## config.mk

```make
export PLATFORM = sky130hd
export DESIGN_NAME = ivn_unit
export DESIGN_NICKNAME = d
export VERILOG_FILES = /design/src/ivn_pkg.sv /design/src/ivn_unit.sv
export SDC_FILE = /design/constraint.sdc
export NUM_CORES = 1
export LEC_CHECK = 0
export CAP_MARGIN = 10
export CORE_ASPECT_RATIO = 1.2
export CORE_UTILIZATION = 30
export DETAILED_ROUTE_END_ITERATION = 16
export DONT_BUFFER_PORTS = 1
export HOLD_SLACK_MARGIN = 0.1
export MAX_ROUTING_LAYER = met4
export SETUP_SLACK_MARGIN = 0.05
export SLEW_MARGIN = 0
export SYNTH_ARGS = -nofsm -noshare
export SYNTH_HDL_FRONTEND = slang
export SYNTH_SLANG_ARGS = --single-unit
```

## constraint.sdc

```tcl
create_clock -name pclk -period 4.4 [get_ports pclk]
set_clock_uncertainty 0.2 [all_clocks]
set_input_delay 0.22 -clock pclk [delete_from_list [all_inputs] [get_ports pclk]]
set_output_delay 0.22 -clock pclk [all_outputs]
set_load 0.01 [all_outputs]
```

## src/ivn_pkg.sv

```systemverilog
/*
 * Package of the interrupt vector and nesting unit: register offsets, field
 * positions, reset values, timing counts and the carrier types.
 * Assumes a 10 MHz instruction-side clock and a 32-bit APB register bus.
 */
package ivn_pkg;
    // Register byte offsets on the APB.
    localparam logic [7:0] OFF_CTRL = 8'h00;
    localparam logic [7:0] OFF_GEN = 8'h04;
    localparam logic [7:0] OFF_NLP = 8'h08;
    localparam logic [7:0] OFF_STAT = 8'h0C;
    localparam logic [7:0] OFF_MASK = 8'h10;
    // Control register field and reset value.
    localparam int CTRL_SFRE_BIT = 0;
    localparam logic SFRE_RESET = 1'b1;
    // Nesting level pointer codes.
    localparam logic [2:0] NLP_EMPTY = 3'h5;
    localparam logic [2:0] NLP_FULL = 3'h1;
    localparam logic [2:0] NLP_BAD = 3'h0;
    // Event status bit positions.
    localparam int ST_ACC = 0;
    localparam int ST_OVF = 1;
    localparam int ST_UNF = 2;
    localparam int ST_W = 3;
    localparam logic [ST_W-1:0] ST_RESET = 3'h0;
    // Sources, vectors and stacks.
    localparam int NSRC = 12;
    localparam logic [13:0] VEC_TOP = 14'h000C;
    localparam int STK_LEVELS = 4;
    localparam int PC_W = 14;
    localparam int ASK_DEPTH = 8;
    localparam logic [2:0] ASP_RESET = 3'h0;
    // Interrupt cycle length.
    localparam int CLK_PERIOD_NS = 100;
    localparam int INT_CYCLE_NS = 1780;
    localparam int INT_CYCLE_CYC = (INT_CYCLE_NS + CLK_PERIOD_NS - 1) / CLK_PERIOD_NS;

    // Saved context: eight nibbles, window first.
    typedef struct packed {
        logic [3:0] window;
        logic [3:0] bank;
        logic [11:0] index;
        logic [7:0] pointer;
        logic [3:0] psw;
    } ivn_ctx_t;

    // APB request signals from the master.
    typedef struct packed {
        logic psel;
        logic penable;
        logic pwrite;
        logic [7:0] paddr;
        logic [31:0] pwdata;
    } ivn_apb_req_t;

    // Interrupt cycle sequencer states, Gray coded.
    typedef enum logic [1:0] {
        ST_IDLE = 2'b00,
        ST_CYCLE = 2'b01
    } ivn_state_t;
endpackage

```

## src/ivn_unit.sv

```systemverilog
/*
 * Interrupt vector and nesting unit: priority pick, vector load, context
 * stack, nesting pointer, return address stack, global enable and APB regs.
 * Assumes the core gives one-cycle strobes per instruction and for EI, DI and
 * INTERRUPT_RETURN_OP, and that request inputs are already gated by the per-source enables.
 */
// The APB register port was decided locally.
// Functional notes
// - Accepted source loads PC with vector 00CH for CE down to 001H for serial 1.
// - Acceptance pushes window, bank, index, pointer and status, not the address register.
// - After the push bank, index, pointer and status clear; window stays.
// - Context stack holds four levels of eight nibbles each.
// - Interrupt return restores the top stack entry into the system registers.
// - Stack is undefined at power-on and kept through CE reset and clock stop.
// - Nesting pointer reads at 08H, ignores writes, top bit reads zero.
// - Pointer codes 101 none down to 001 four levels; power-on and watchdog set 101.
// - A fifth nested acceptance discards the earliest saved context.
// - Level-5 acceptance requests system reset only while the fault reset enable is one.
// - Fault reset enable is one after reset and takes only the first write.
// - Acceptance decrements the address stack pointer and stores PC there.
// - Return reloads PC from the selected address entry, then increments the pointer.
// - One global enable gates all twelve sources; EI sets it, DI clears it.
// - EI takes effect at the next instruction; DI clears during its own cycle.
// - Acceptance clears the global enable.
// - Global enable clears on every reset except clock stop.
// - Fixed priority: CE, pins 0 to 4, timers 0 to 3, serial 0, serial 1.
// - Acceptance clears the source request and global enable in one interrupt cycle.
`timescale 1ns/1ps
module ivn_unit
    import ivn_pkg::*;
(
    input wire logic pclk,
    input wire logic presetn,
    input wire ivn_apb_req_t apb_req,
    output logic [31:0] prdata,
    output logic pready,
    output logic pslverr,
    output logic irq,
    input wire logic [NSRC-1:0] src_req,
    input wire logic instr_cycle,
    input wire logic enable_interrupts_op,
    input wire logic mask_all_op,
    input wire logic interrupt_return_op,
    input wire logic rst_wdt_stack,
    input wire logic rst_pin,
    input wire logic rst_ce,
    input wire logic [PC_W-1:0] pc_in,
    input wire ivn_ctx_t ctx_in,
    output logic [NSRC-1:0] src_clear,
    output logic accept,
    output logic int_busy,
    output logic pc_load,
    output logic [PC_W-1:0] pc_out,
    output logic ctx_load,
    output ivn_ctx_t ctx_out,
    output logic sys_reset_req,
    output logic global_irq_enable
);

    // Index of the highest-priority set bit; bit 0 is the CE source.
    function automatic logic [3:0] pick_idx(input logic [NSRC-1:0] v);
        logic [3:0] r;
        r = 4'h0;
        for (int i = NSRC - 1; i >= 0; i--) begin
            if (v[i]) begin
                r = 4'(i);
            end
        end
        return r;
    endfunction

    // Vector for a source index: highest priority gets the top vector.
    function automatic logic [PC_W-1:0] vec_of(input logic [3:0] idx);
        return VEC_TOP - {10'h000, idx};
    endfunction

    ivn_state_t state_q, state_d;
    logic [4:0] cyc_q, cyc_d;
    logic ge_q, ge_d, ei_pend_q, ei_pend_d;
    logic [2:0] nlp_q, nlp_d;
    ivn_ctx_t stk_q [STK_LEVELS], stk_d [STK_LEVELS];
    logic [PC_W-1:0] ask_q [ASK_DEPTH], ask_d [ASK_DEPTH];
    logic [2:0] asp_q, asp_d;
    logic sfre_q, sfre_d, sfre_lock_q, sfre_lock_d;
    logic [ST_W-1:0] stat_q, stat_d, mask_q, mask_d;
    logic [NSRC-1:0] src_clear_q, src_clear_d;
    logic accept_q, accept_d, pc_load_q, pc_load_d, ctx_load_q, ctx_load_d;
    logic [PC_W-1:0] pc_out_q, pc_out_d;
    ivn_ctx_t ctx_out_q, ctx_out_d;
    logic sys_reset_q, sys_reset_d, irq_q, irq_d;
    logic [31:0] prdata_q, prdata_d;
    logic pready_q, pready_d, pslverr_q, pslverr_d;
    logic any_rst, take, do_ret, apb_done, apb_wr, apb_rd, mapped;
    logic [3:0] win_idx;

    // Acceptance happens at an instruction boundary; DI in the same cycle
    // wins because it clears the enable during its own execution.
    assign any_rst = rst_wdt_stack || rst_pin || rst_ce;
    assign win_idx = pick_idx(src_req);
    assign do_ret = interrupt_return_op && state_q == ST_IDLE && !any_rst;
    assign take = instr_cycle && ge_q && !mask_all_op && (|src_req) && !do_ret
        && state_q == ST_IDLE && !any_rst;

    // Sequencer, global enable and nesting pointer.
    always_comb begin
        state_d = state_q;
        cyc_d = cyc_q;
        ge_d = ge_q;
        ei_pend_d = ei_pend_q;
        nlp_d = nlp_q;
        case (state_q)
            ST_IDLE: begin
                if (take) begin
                    state_d = ST_CYCLE;
                    cyc_d = 5'(INT_CYCLE_CYC - 1);
                end
            end
            ST_CYCLE: begin
                if (cyc_q == 5'h00) begin
                    state_d = ST_IDLE;
                end else begin
                    cyc_d = cyc_q - 5'h01;
                end
            end
            default: begin
                state_d = ST_IDLE;
            end
        endcase
        if (enable_interrupts_op) begin
            ei_pend_d = 1'b1;
        end else if (instr_cycle && ei_pend_q) begin
            ge_d = 1'b1;
            ei_pend_d = 1'b0;
        end
        if (mask_all_op) begin
            ge_d = 1'b0;
            ei_pend_d = 1'b0;
        end
        if (take) begin
            ge_d = 1'b0;
            if (nlp_q != NLP_FULL) begin
                nlp_d = nlp_q - 3'h1;
            end
        end else if (do_ret && nlp_q != NLP_EMPTY) begin
            nlp_d = nlp_q + 3'h1;
        end
        if (any_rst) begin
            ge_d = 1'b0;
            ei_pend_d = 1'b0;
            state_d = ST_IDLE;
        end
        if (rst_wdt_stack) begin
            nlp_d = NLP_EMPTY;
        end
    end

    // Control flops; clock stop simply freezes the clock, so all state holds.
    always_ff @(posedge pclk or negedge presetn) begin
        if (!presetn) begin
            state_q <= ST_IDLE;
            cyc_q <= 5'h00;
            ge_q <= 1'b0;
            ei_pend_q <= 1'b0;
            nlp_q <= NLP_EMPTY;
        end else begin
            state_q <= state_d;
            cyc_q <= cyc_d;
            ge_q <= ge_d;
            ei_pend_q <= ei_pend_d;
            nlp_q <= nlp_d;
        end
    end

    // Context stack as a shift stack: entry 0 is the newest save. A push
    // when full shifts the oldest entry out, which is what discards it.
    always_comb begin
        stk_d = stk_q;
        if (take) begin
            stk_d[0] = ctx_in;
            for (int i = 1; i < STK_LEVELS; i++) begin
                stk_d[i] = stk_q[i-1];
            end
        end else if (do_ret) begin
            for (int i = 0; i < STK_LEVELS - 1; i++) begin
                stk_d[i] = stk_q[i+1];
            end
        end
    end

    // No reset on the stacks: contents are undefined at power-on and
    // survive CE reset and clock stop.
    always_ff @(posedge pclk) begin
        stk_q <= stk_d;
        ask_q <= ask_d;
    end

    // Return address stack: pre-decrement on accept, post-increment on return.
    always_comb begin
        ask_d = ask_q;
        asp_d = asp_q;
        if (take) begin
            asp_d = asp_q - 3'h1;
            ask_d[asp_q - 3'h1] = pc_in;
        end else if (do_ret) begin
            asp_d = asp_q + 3'h1;
        end
        if (rst_wdt_stack || rst_pin) begin
            asp_d = ASP_RESET;
        end
    end

    // Core-facing outputs. Any request cleared by an acceptance is reported
    // one-hot so the request block drops exactly the winner.
    always_comb begin
        accept_d = take;
        src_clear_d = '0;
        pc_load_d = 1'b0;
        pc_out_d = pc_out_q;
        ctx_load_d = 1'b0;
        ctx_out_d = ctx_out_q;
        sys_reset_d = 1'b0;
        if (take) begin
            src_clear_d[win_idx] = 1'b1;
            pc_load_d = 1'b1;
            pc_out_d = vec_of(win_idx);
            ctx_load_d = 1'b1;
            ctx_out_d = '0;
            ctx_out_d.window = ctx_in.window;
            sys_reset_d = (nlp_q == NLP_FULL) && sfre_q;
        end else if (do_ret) begin
            pc_load_d = 1'b1;
            pc_out_d = ask_q[asp_q];
            ctx_load_d = 1'b1;
            ctx_out_d = stk_q[0];
            sys_reset_d = (nlp_q == NLP_EMPTY) && sfre_q;
        end
    end

    always_ff @(posedge pclk or negedge presetn) begin
        if (!presetn) begin
            asp_q <= ASP_RESET;
            accept_q <= 1'b0;
            src_clear_q <= '0;
            pc_load_q <= 1'b0;
            pc_out_q <= '0;
            ctx_load_q <= 1'b0;
            ctx_out_q <= '0;
            sys_reset_q <= 1'b0;
        end else begin
            asp_q <= asp_d;
            accept_q <= accept_d;
            src_clear_q <= src_clear_d;
            pc_load_q <= pc_load_d;
            pc_out_q <= pc_out_d;
            ctx_load_q <= ctx_load_d;
            ctx_out_q <= ctx_out_d;
            sys_reset_q <= sys_reset_d;
        end
    end

    // APB slave: one wait state, so every output comes from a flop.
    assign apb_done = apb_req.psel && apb_req.penable && pready_q;
    assign apb_wr = apb_done && apb_req.pwrite;
    assign apb_rd = apb_done && !apb_req.pwrite;
    assign mapped = apb_req.paddr inside {OFF_CTRL, OFF_GEN, OFF_NLP, OFF_STAT, OFF_MASK};

    always_comb begin
        pready_d = apb_req.psel && apb_req.penable && !pready_q;
        pslverr_d = pready_d && !mapped;
        prdata_d = prdata_q;
        if (pready_d) begin
            case (apb_req.paddr)
                OFF_CTRL: prdata_d = {31'h0, sfre_q};
                OFF_GEN: prdata_d = {29'h0, asp_q == ASP_RESET, ei_pend_q, ge_q};
                OFF_NLP: prdata_d = {29'h0, nlp_q};
                OFF_STAT: prdata_d = {29'h0, stat_q};
                OFF_MASK: prdata_d = {29'h0, mask_q};
                default: prdata_d = 32'h0000_0000;
            endcase
        end
    end

    // Register state. Writes to the nesting pointer fall through unused.
    // The fault reset enable locks after its first write until system reset.
    always_comb begin
        sfre_d = sfre_q;
        sfre_lock_d = sfre_lock_q;
        mask_d = mask_q;
        stat_d = stat_q;
        if (apb_wr && apb_req.paddr == OFF_CTRL && !sfre_lock_q) begin
            sfre_d = apb_req.pwdata[CTRL_SFRE_BIT];
            sfre_lock_d = 1'b1;
        end
        if (apb_wr && apb_req.paddr == OFF_MASK) begin
            mask_d = apb_req.pwdata[ST_W-1:0];
        end
        if (apb_rd && apb_req.paddr == OFF_STAT) begin
            stat_d = ST_RESET;
        end
        // Setting after the read clear lets a same-cycle event survive.
        if (take) begin
            stat_d[ST_ACC] = 1'b1;
            stat_d[ST_OVF] = stat_d[ST_OVF] | (nlp_q == NLP_FULL);
        end
        if (do_ret && nlp_q == NLP_EMPTY) begin
            stat_d[ST_UNF] = 1'b1;
        end
        if (rst_wdt_stack || rst_pin) begin
            sfre_d = SFRE_RESET;
            sfre_lock_d = 1'b0;
        end
        irq_d = |(stat_d & mask_d);
    end

    always_ff @(posedge pclk or negedge presetn) begin
        if (!presetn) begin
            sfre_q <= SFRE_RESET;
            sfre_lock_q <= 1'b0;
            mask_q <= ST_RESET;
            stat_q <= ST_RESET;
            irq_q <= 1'b0;
            prdata_q <= 32'h0000_0000;
            pready_q <= 1'b0;
            pslverr_q <= 1'b0;
        end else begin
            sfre_q <= sfre_d;
            sfre_lock_q <= sfre_lock_d;
            mask_q <= mask_d;
            stat_q <= stat_d;
            irq_q <= irq_d;
            prdata_q <= prdata_d;
            pready_q <= pready_d;
            pslverr_q <= pslverr_d;
        end
    end

    assign prdata = prdata_q;
    assign pready = pready_q;
    assign pslverr = pslverr_q;
    assign irq = irq_q;
    assign src_clear = src_clear_q;
    assign accept = accept_q;
    assign int_busy = (state_q == ST_CYCLE);
    assign pc_load = pc_load_q;
    assign pc_out = pc_out_q;
    assign ctx_load = ctx_load_q;
    assign ctx_out = ctx_out_q;
    assign sys_reset_req = sys_reset_q;
    assign global_irq_enable = ge_q;
endmodule // ivn_unit

```

# Yosys cells after proc, flatten, opt, wreduce, memory -nomap -nowiden
# Cells that the tools add are included.
# totals
ff_bits	359
out_inout_bits	99
elab_cells	197
# op_classes
n_addsub	6
magnitude_cmp	5
eq_ne	15
mux	63
bitwise	4
reduce_logical	52
# ops
cell	count
96-bit two-way mux	2
112-bit bitwise mux	1
14-bit two-way mux	5
32-bit two-way mux	2
4-bit two-way mux	12
14-bit binary-select mux with 3-bit select	1
14-bit demux with 3-bit select	1
3-bit two-way mux	9
1-bit logical AND	25
1-bit two-way mux	19
8-bit by 4-bit == test with 1-bit output (second input constant)	2
3-bit one-hot mux with 5 select lines	1
12-bit two-way mux	1
12-bit OR reduction	1
5-bit two-way mux	2
5-bit one-hot mux with 2 select lines	1
8-bit by 3-bit == test with 1-bit output (second input constant)	1
8-bit by 5-bit == test with 1-bit output (second input constant)	1
4-bit greater-or-equal comparator (second input constant)	2
8-bit logical NOT	1
2-bit two-way mux	4
3-bit NOT with 4-bit output	2
4-bit nonzero test	2
1-bit logical NOT	7
29 further kinds	40

# Logic depth before layout (Yosys ltp)
# depth
depth_word	17
depth_mapped	10
depth_no_buf	8

# Worst setup path before layout
# No wires, ideal clock.
# synth_timing
kind	reg-to-reg
start	register state_q[0]
end	register stk_q[100] in the netlist's numbering (enable)
setup_ns	0.450
t_arrival_ns	3.433
required_time_ns	3.750
slack_ns	0.317
path_stages_with_launch	8
synth_period_minus_slack_ns	4.083
cell_sequence	dfrtp_1 or3_1 nor3_1 nand2_1 inv_1 buf_6 nor2_1 inv_1
# synth_via
elab_chain_cells	8
# synth_lines
element	line_no	source
from (decl)	ivn_unit.sv:77	ivn_state_t state_q, state_d;
from (signal assigned)	ivn_unit.sv:166	state_q <= state_d;
2-bit logical NOT (*)	ivn_unit.sv:100, ivn_unit.sv:102	
1-bit logical AND (2 in series)	ivn_unit.sv:100	assign do_ret = interrupt_return_op && state_q == ST_IDLE && !any_rst;
1-bit logical NOT	ivn_unit.sv:101	assign take = instr_cycle && ge_q && !mask_all_op && (|src_req) && !do_ret
1-bit logical AND	ivn_unit.sv:101	
1-bit logical AND (2 in series)	ivn_unit.sv:102	&& state_q == ST_IDLE && !any_rst;
2-bit nonzero test (no source line) (*)	-	
to (signal assigned)	ivn_unit.sv:193	stk_q <= stk_d;
to (decl)	ivn_unit.sv:81	ivn_ctx_t stk_q [STK_LEVELS], stk_d [STK_LEVELS];
# Every way passes the cells marked *; elsewhere a longest branch is shown, timed or not.
# A chain may end at the register's enable or synchronous reset.

# Worst setup path in the final report
# layout_timing
start	input port apb_req[38] in the netlist's numbering
end	register irq_q (netlist: irq)
# layout_via
word_cells_on_any_way	11
cone_classes	2 x eq/ne; 4 x mux; 2 x bitwise; 3 x reduce/logical
# layout_rtl
element	line_no	source
from (decl)	ivn_unit.sv:34	input wire ivn_apb_req_t apb_req,
8-bit by 4-bit == test with 1-bit output	ivn_unit.sv:297	if (apb_rd && apb_req.paddr == OFF_STAT) begin
1-bit logical AND	ivn_unit.sv:297	
3-bit two-way mux	ivn_unit.sv:297	
1-bit two-way mux	ivn_unit.sv:305	if (do_ret && nlp_q == NLP_EMPTY) begin
net stat_d[2]	ivn_unit.sv:85	logic [ST_W-1:0] stat_q, stat_d, mask_q, mask_d;
3-bit bitwise AND	ivn_unit.sv:312	irq_d = |(stat_d & mask_d);
3-bit OR reduction	ivn_unit.sv:312	
net irq_d	ivn_unit.sv:90	logic sys_reset_q, sys_reset_d, irq_q, irq_d;
to (signal assigned)	ivn_unit.sv:330	irq_q <= irq_d;
to (decl)	ivn_unit.sv:90	
# The timed path passes the listed nets, and every way through them passes these cells.

==> flow_summary.rst <==
.. list-table::
   :header-rows: 1

   * - Metric
     - Value
   * - Iter 0 DRT Violations
     - 407
   * - Number of global-route vias before repair
     - roughly 8600
   * - Drt wl/cell
     - around 18 um
   * - Mean Syn Cell Area
     - 12.6 um^2
   * - Slew of the pin with the lowest slew margin
     - 0.969 ns
   * - Post-placement worst setup slack
     - around 1.2 ns
   * - Required time of the worst setup path
     - roughly 4.6 ns
   * - Final worst-path cycle share
     - between 80 and 90%
   * - Maximum number of pins on one net before global-route repair
     - between 150 and 200
   * - Ratio of routed vias to standard cells
     - roughly 4.7
   * - Data arrival time of the worst path
     - 4.02 ns
   * - Number of nets in the final layout
     - roughly 1300
   * - Clock transition at the registers of the reported paths
     - 0.06 ns
   * - Total routed wirelength
     - between 30 and 40 mm
   * - Area of the die
     - approximately 46000 um^2
   * - CTS Sinks
     - roughly 330
   * - Vertical die dimension
     - approximately 230 um
   * - Tot GR Track Use
     - 14.0%
   * - Maximum vdd ir drop
     - 0.389 mV
   * - Clock network latency to the later pin of the worst-skew pair
     - ~0.57 ns
   * - Inserted Clock Buffers
     - 39
   * - Final hold viol count
     - 0
   * - Lkg Pwr
     - about 6.3 nW
   * - Final number of max-transition violations
     - 0
   * - WHS Path Cells
     - 7
   * - Number of iterations in the first detailed-routing pass
     - 5
   * - Number of inserted filler cells in the final layout
     - between 4000 and 5000
   * - Horizontal die dimension
     - between 150 and 200 um
   * - RD Place Congestion
     - about 0.80
   * - Area of the multi-input gates
     - roughly 3700 um^2
   * - Number of antenna violations at the first check in global routing
     - 2
   * - Tightest Hold Check Type
     - input pin to flip-flop
   * - Total number of vias
     - 8363
   * - Final worst path period need
     - between 3 and 4 ns
   * - Max clock buf depth
     - 3
   * - Wire length of the first global-routing pass
     - roughly 48 mm
   * - Async S/R FF share, synth
     - a little over a quarter
   * - Synth-to-layout area growth
     - 21.2%
   * - Finished Core Util
     - 37.1%
   * - Final worst slack
     - roughly 0.59 ns
   * - Startpoint type of the worst setup path
     - input pin
   * - Unrepaired setup endpoints after global routing
     - false
   * - Post-synth EDFFs
     - 240
   * - Achievable frequency
     - between 200 and 300 MHz
   * - Post-route DRC
     - 0
   * - Number of cells on the worst reg-to-reg path
     - 9
   * - Critical hold path startpoint
     - src_req[10]
   * - Ratio of cells with drive above 1 in the final layout
     - about a tenth
   * - Tightest hold margin
     - around 0.14 ns
   * - Buffers added on ports
     - 0
   * - Final setup violating endpoints
     - 0
   * - Post-synthesis cell count
     - about 1100
   * - Area of the core
     - ~44000 um^2
   * - Seq cells post-synth
     - around 330
   * - Source of the worst register-to-register timing path
     - state_q[0]
   * - Syn. warnings
     - 0
   * - Number of maximum-capacitance violations
     - 0
   * - Level count of the clock H-tree
     - 2
   * - CTS tree
     - done
   * - Top FF cell, synth
     - sky130_fd_sc_hd__edfxtp_1
   * - Largest fanout on the critical path
     - 4
   * - Number of setup buffers added after CTS
     - 0
   * - Post-detail-place hpwl
     - 17.9 mm
   * - FP Rows
     - 84
   * - Max-slew headroom
     - between 30 and 40%
   * - Combined flip-flop and latch cell area
     - ~9400 um^2
   * - Total congestion overflow after global routing
     - 0
   * - IO Count
     - ~210
   * - Sequential fraction of the synthesis area
     - 69.8%
   * - Antenna Violating Nets Remaining
     - 0
   * - Setup TNS
     - 0 ns
   * - Start-to-end type of the worst setup path
     - input pin to flip-flop
   * - Post-cts sizing count
     - 0
   * - Worst Setup SP
     - apb_req[38]
   * - Power density cells
     - 428 nW/um^2
   * - Combined area of all synthesized cells
     - roughly 14000 um^2
   * - Initial standard-cell utilization of the core
     - a little under a third
   * - Clock root buffer
     - sky130_fd_sc_hd__clkbuf_16
   * - Result of the run
     - completed
   * - Number of distinct library cells after synthesis
     - between 50 and 60
   * - Nature of the critical path endpoint
     - flip-flop
where the power goes:
part / internal (mW) / switching (mW) / leakage, nW
registers: 3.41 / 0.114 / 3.30
clock network: 1.90 / 1.33 / 0.629
logic: 0.116 / 0.151 / 2.32
placed cells by master, fill, tap and decap left out, types with 5 or more instances in the layout:
cell type	instances
sky130_fd_sc_hd__clkbuf_1	6
sky130_fd_sc_hd__clkinv_2	6
sky130_fd_sc_hd__o21ai_0	56
sky130_fd_sc_hd__nor4_1	6
sky130_fd_sc_hd__nor2_1	30
sky130_fd_sc_hd__xnor2_1	5
sky130_fd_sc_hd__clkinv_1	6
sky130_fd_sc_hd__mux2i_1	23
sky130_fd_sc_hd__dfrtp_1	85
sky130_fd_sc_hd__and3_1	6
sky130_fd_sc_hd__clkbuf_16	39
sky130_fd_sc_hd__nor3_1	8
sky130_fd_sc_hd__a21oi_1	13
sky130_fd_sc_hd__mux4_2	28
sky130_fd_sc_hd__dlygate4sd3_1	95
sky130_fd_sc_hd__ha_1	10
sky130_fd_sc_hd__nand2_1	377
sky130_fd_sc_hd__edfxtp_1	240
sky130_fd_sc_hd__buf_4	16
sky130_fd_sc_hd__nand3_1	13
sky130_fd_sc_hd__inv_1	19
sky130_fd_sc_hd__conb_1	29
through the flow:
step                cell area (um^2)  cells  total power, mW
floorplan                      13600   1099             3.71
global placement               14100   1592             3.75
detailed placement             14100   1592             3.76
CTS                            16400   1760             7.13
global route                   16400   1762             7.28
finish                         16400   1762             7.02
cell type report:
class | instances | share of cell area, %
clock buffer | 45 | 6.09
tap | 559 | 4.27
timing repair buffer | 115 | 7.12
multi-input combinational | 665 | 22.6
inverter | 21 | 0.527
antenna | 2 | 0.0305
sequential | 329 | 57.6
clock inverter | 26 | 1.76
sequential cells by signal, indices dropped and copies added (netlist names), 3 cells and up:
| register | count |
|---|---|
| mask_q | 3 |
| cyc_q | 5 |
| nlp_q | 3 |
| ask_q | 112 |
| src_clear | 12 |
| pc_out | 14 |
| ctx_out | 32 |
| prdata | 3 |
| stk_q | 128 |
| stat_q | 3 |
| asp_q | 3 |
synth_stat cells (10+ instances only):
master                     number  area, um^2
sky130_fd_sc_hd__nor2_1        30         113
sky130_fd_sc_hd__nor3_1        12        60.1
sky130_fd_sc_hd__buf_4         32         240
sky130_fd_sc_hd__mux2i_1       23         230
sky130_fd_sc_hd__clkbuf_1      42         158
sky130_fd_sc_hd__nand2_1      378        1420
sky130_fd_sc_hd__nand3_1       13        65.1
sky130_fd_sc_hd__ha_1          10         125
sky130_fd_sc_hd__o21ai_0       56         280
sky130_fd_sc_hd__inv_1         21        78.8
sky130_fd_sc_hd__edfxtp_1     240        7210
sky130_fd_sc_hd__mux4_2        28         631
sky130_fd_sc_hd__dfrtp_1       86        2150
sky130_fd_sc_hd__a21oi_1       13        65.1
cells by family after synthesis:
family / count (synthesis) / synth area share (%)
other: 1 / 0.0277
XOR/XNOR: 7 / 0.453
buffers and inverters: 105 / 3.93
AND/OR/NAND/NOR: 467 / 14.0
multiplexers: 52 / 6.45
flip-flops: 329 / 69.8
AO/OA/AOI/OAI: 100 / 4.45
adder cells (fa/ha/maj): 10 / 0.925
worst max-delay path: stages:
cell	delay (ns)
sky130_fd_sc_hd__dlygate4sd3_1	0.53
sky130_fd_sc_hd__or4_4	0.43
sky130_fd_sc_hd__dlygate4sd3_1	0.57
sky130_fd_sc_hd__or4b_4	0.51
sky130_fd_sc_hd__or4_4	0.49
sky130_fd_sc_hd__dlygate4sd3_1	0.61
sky130_fd_sc_hd__a32o_1	0.24
sky130_fd_sc_hd__o2bb2ai_1	0.13
sky130_fd_sc_hd__a211o_1	0.29
timing repair:
action,CTS,global route
endpoints found under the hold margin,276,0
endpoints found under the setup margin,0,0
hold buffers,97,0
per-layer routing:
metal  vias up  wire [um]  GRT usage [%]
met5         -          0              -
met4         0       1230           6.76
met3        95       1700           3.37
met2       240      14900           22.8
met1      4116      13200           16.4
li1       3912          -              -
worst paths after layout:
path / end / slack [ns]
min reg2reg: stk_q[4] / 0.25
max reg2reg: pc_out[2] / 0.68
max: irq / 0.59
min: ctx_out[31] / 0.14
min in group asynchronous: ctx_out[15] / 0.55
max in group asynchronous: asp_q[0] / 2.84
Note: power is estimated with default switching activity, not from simulation.
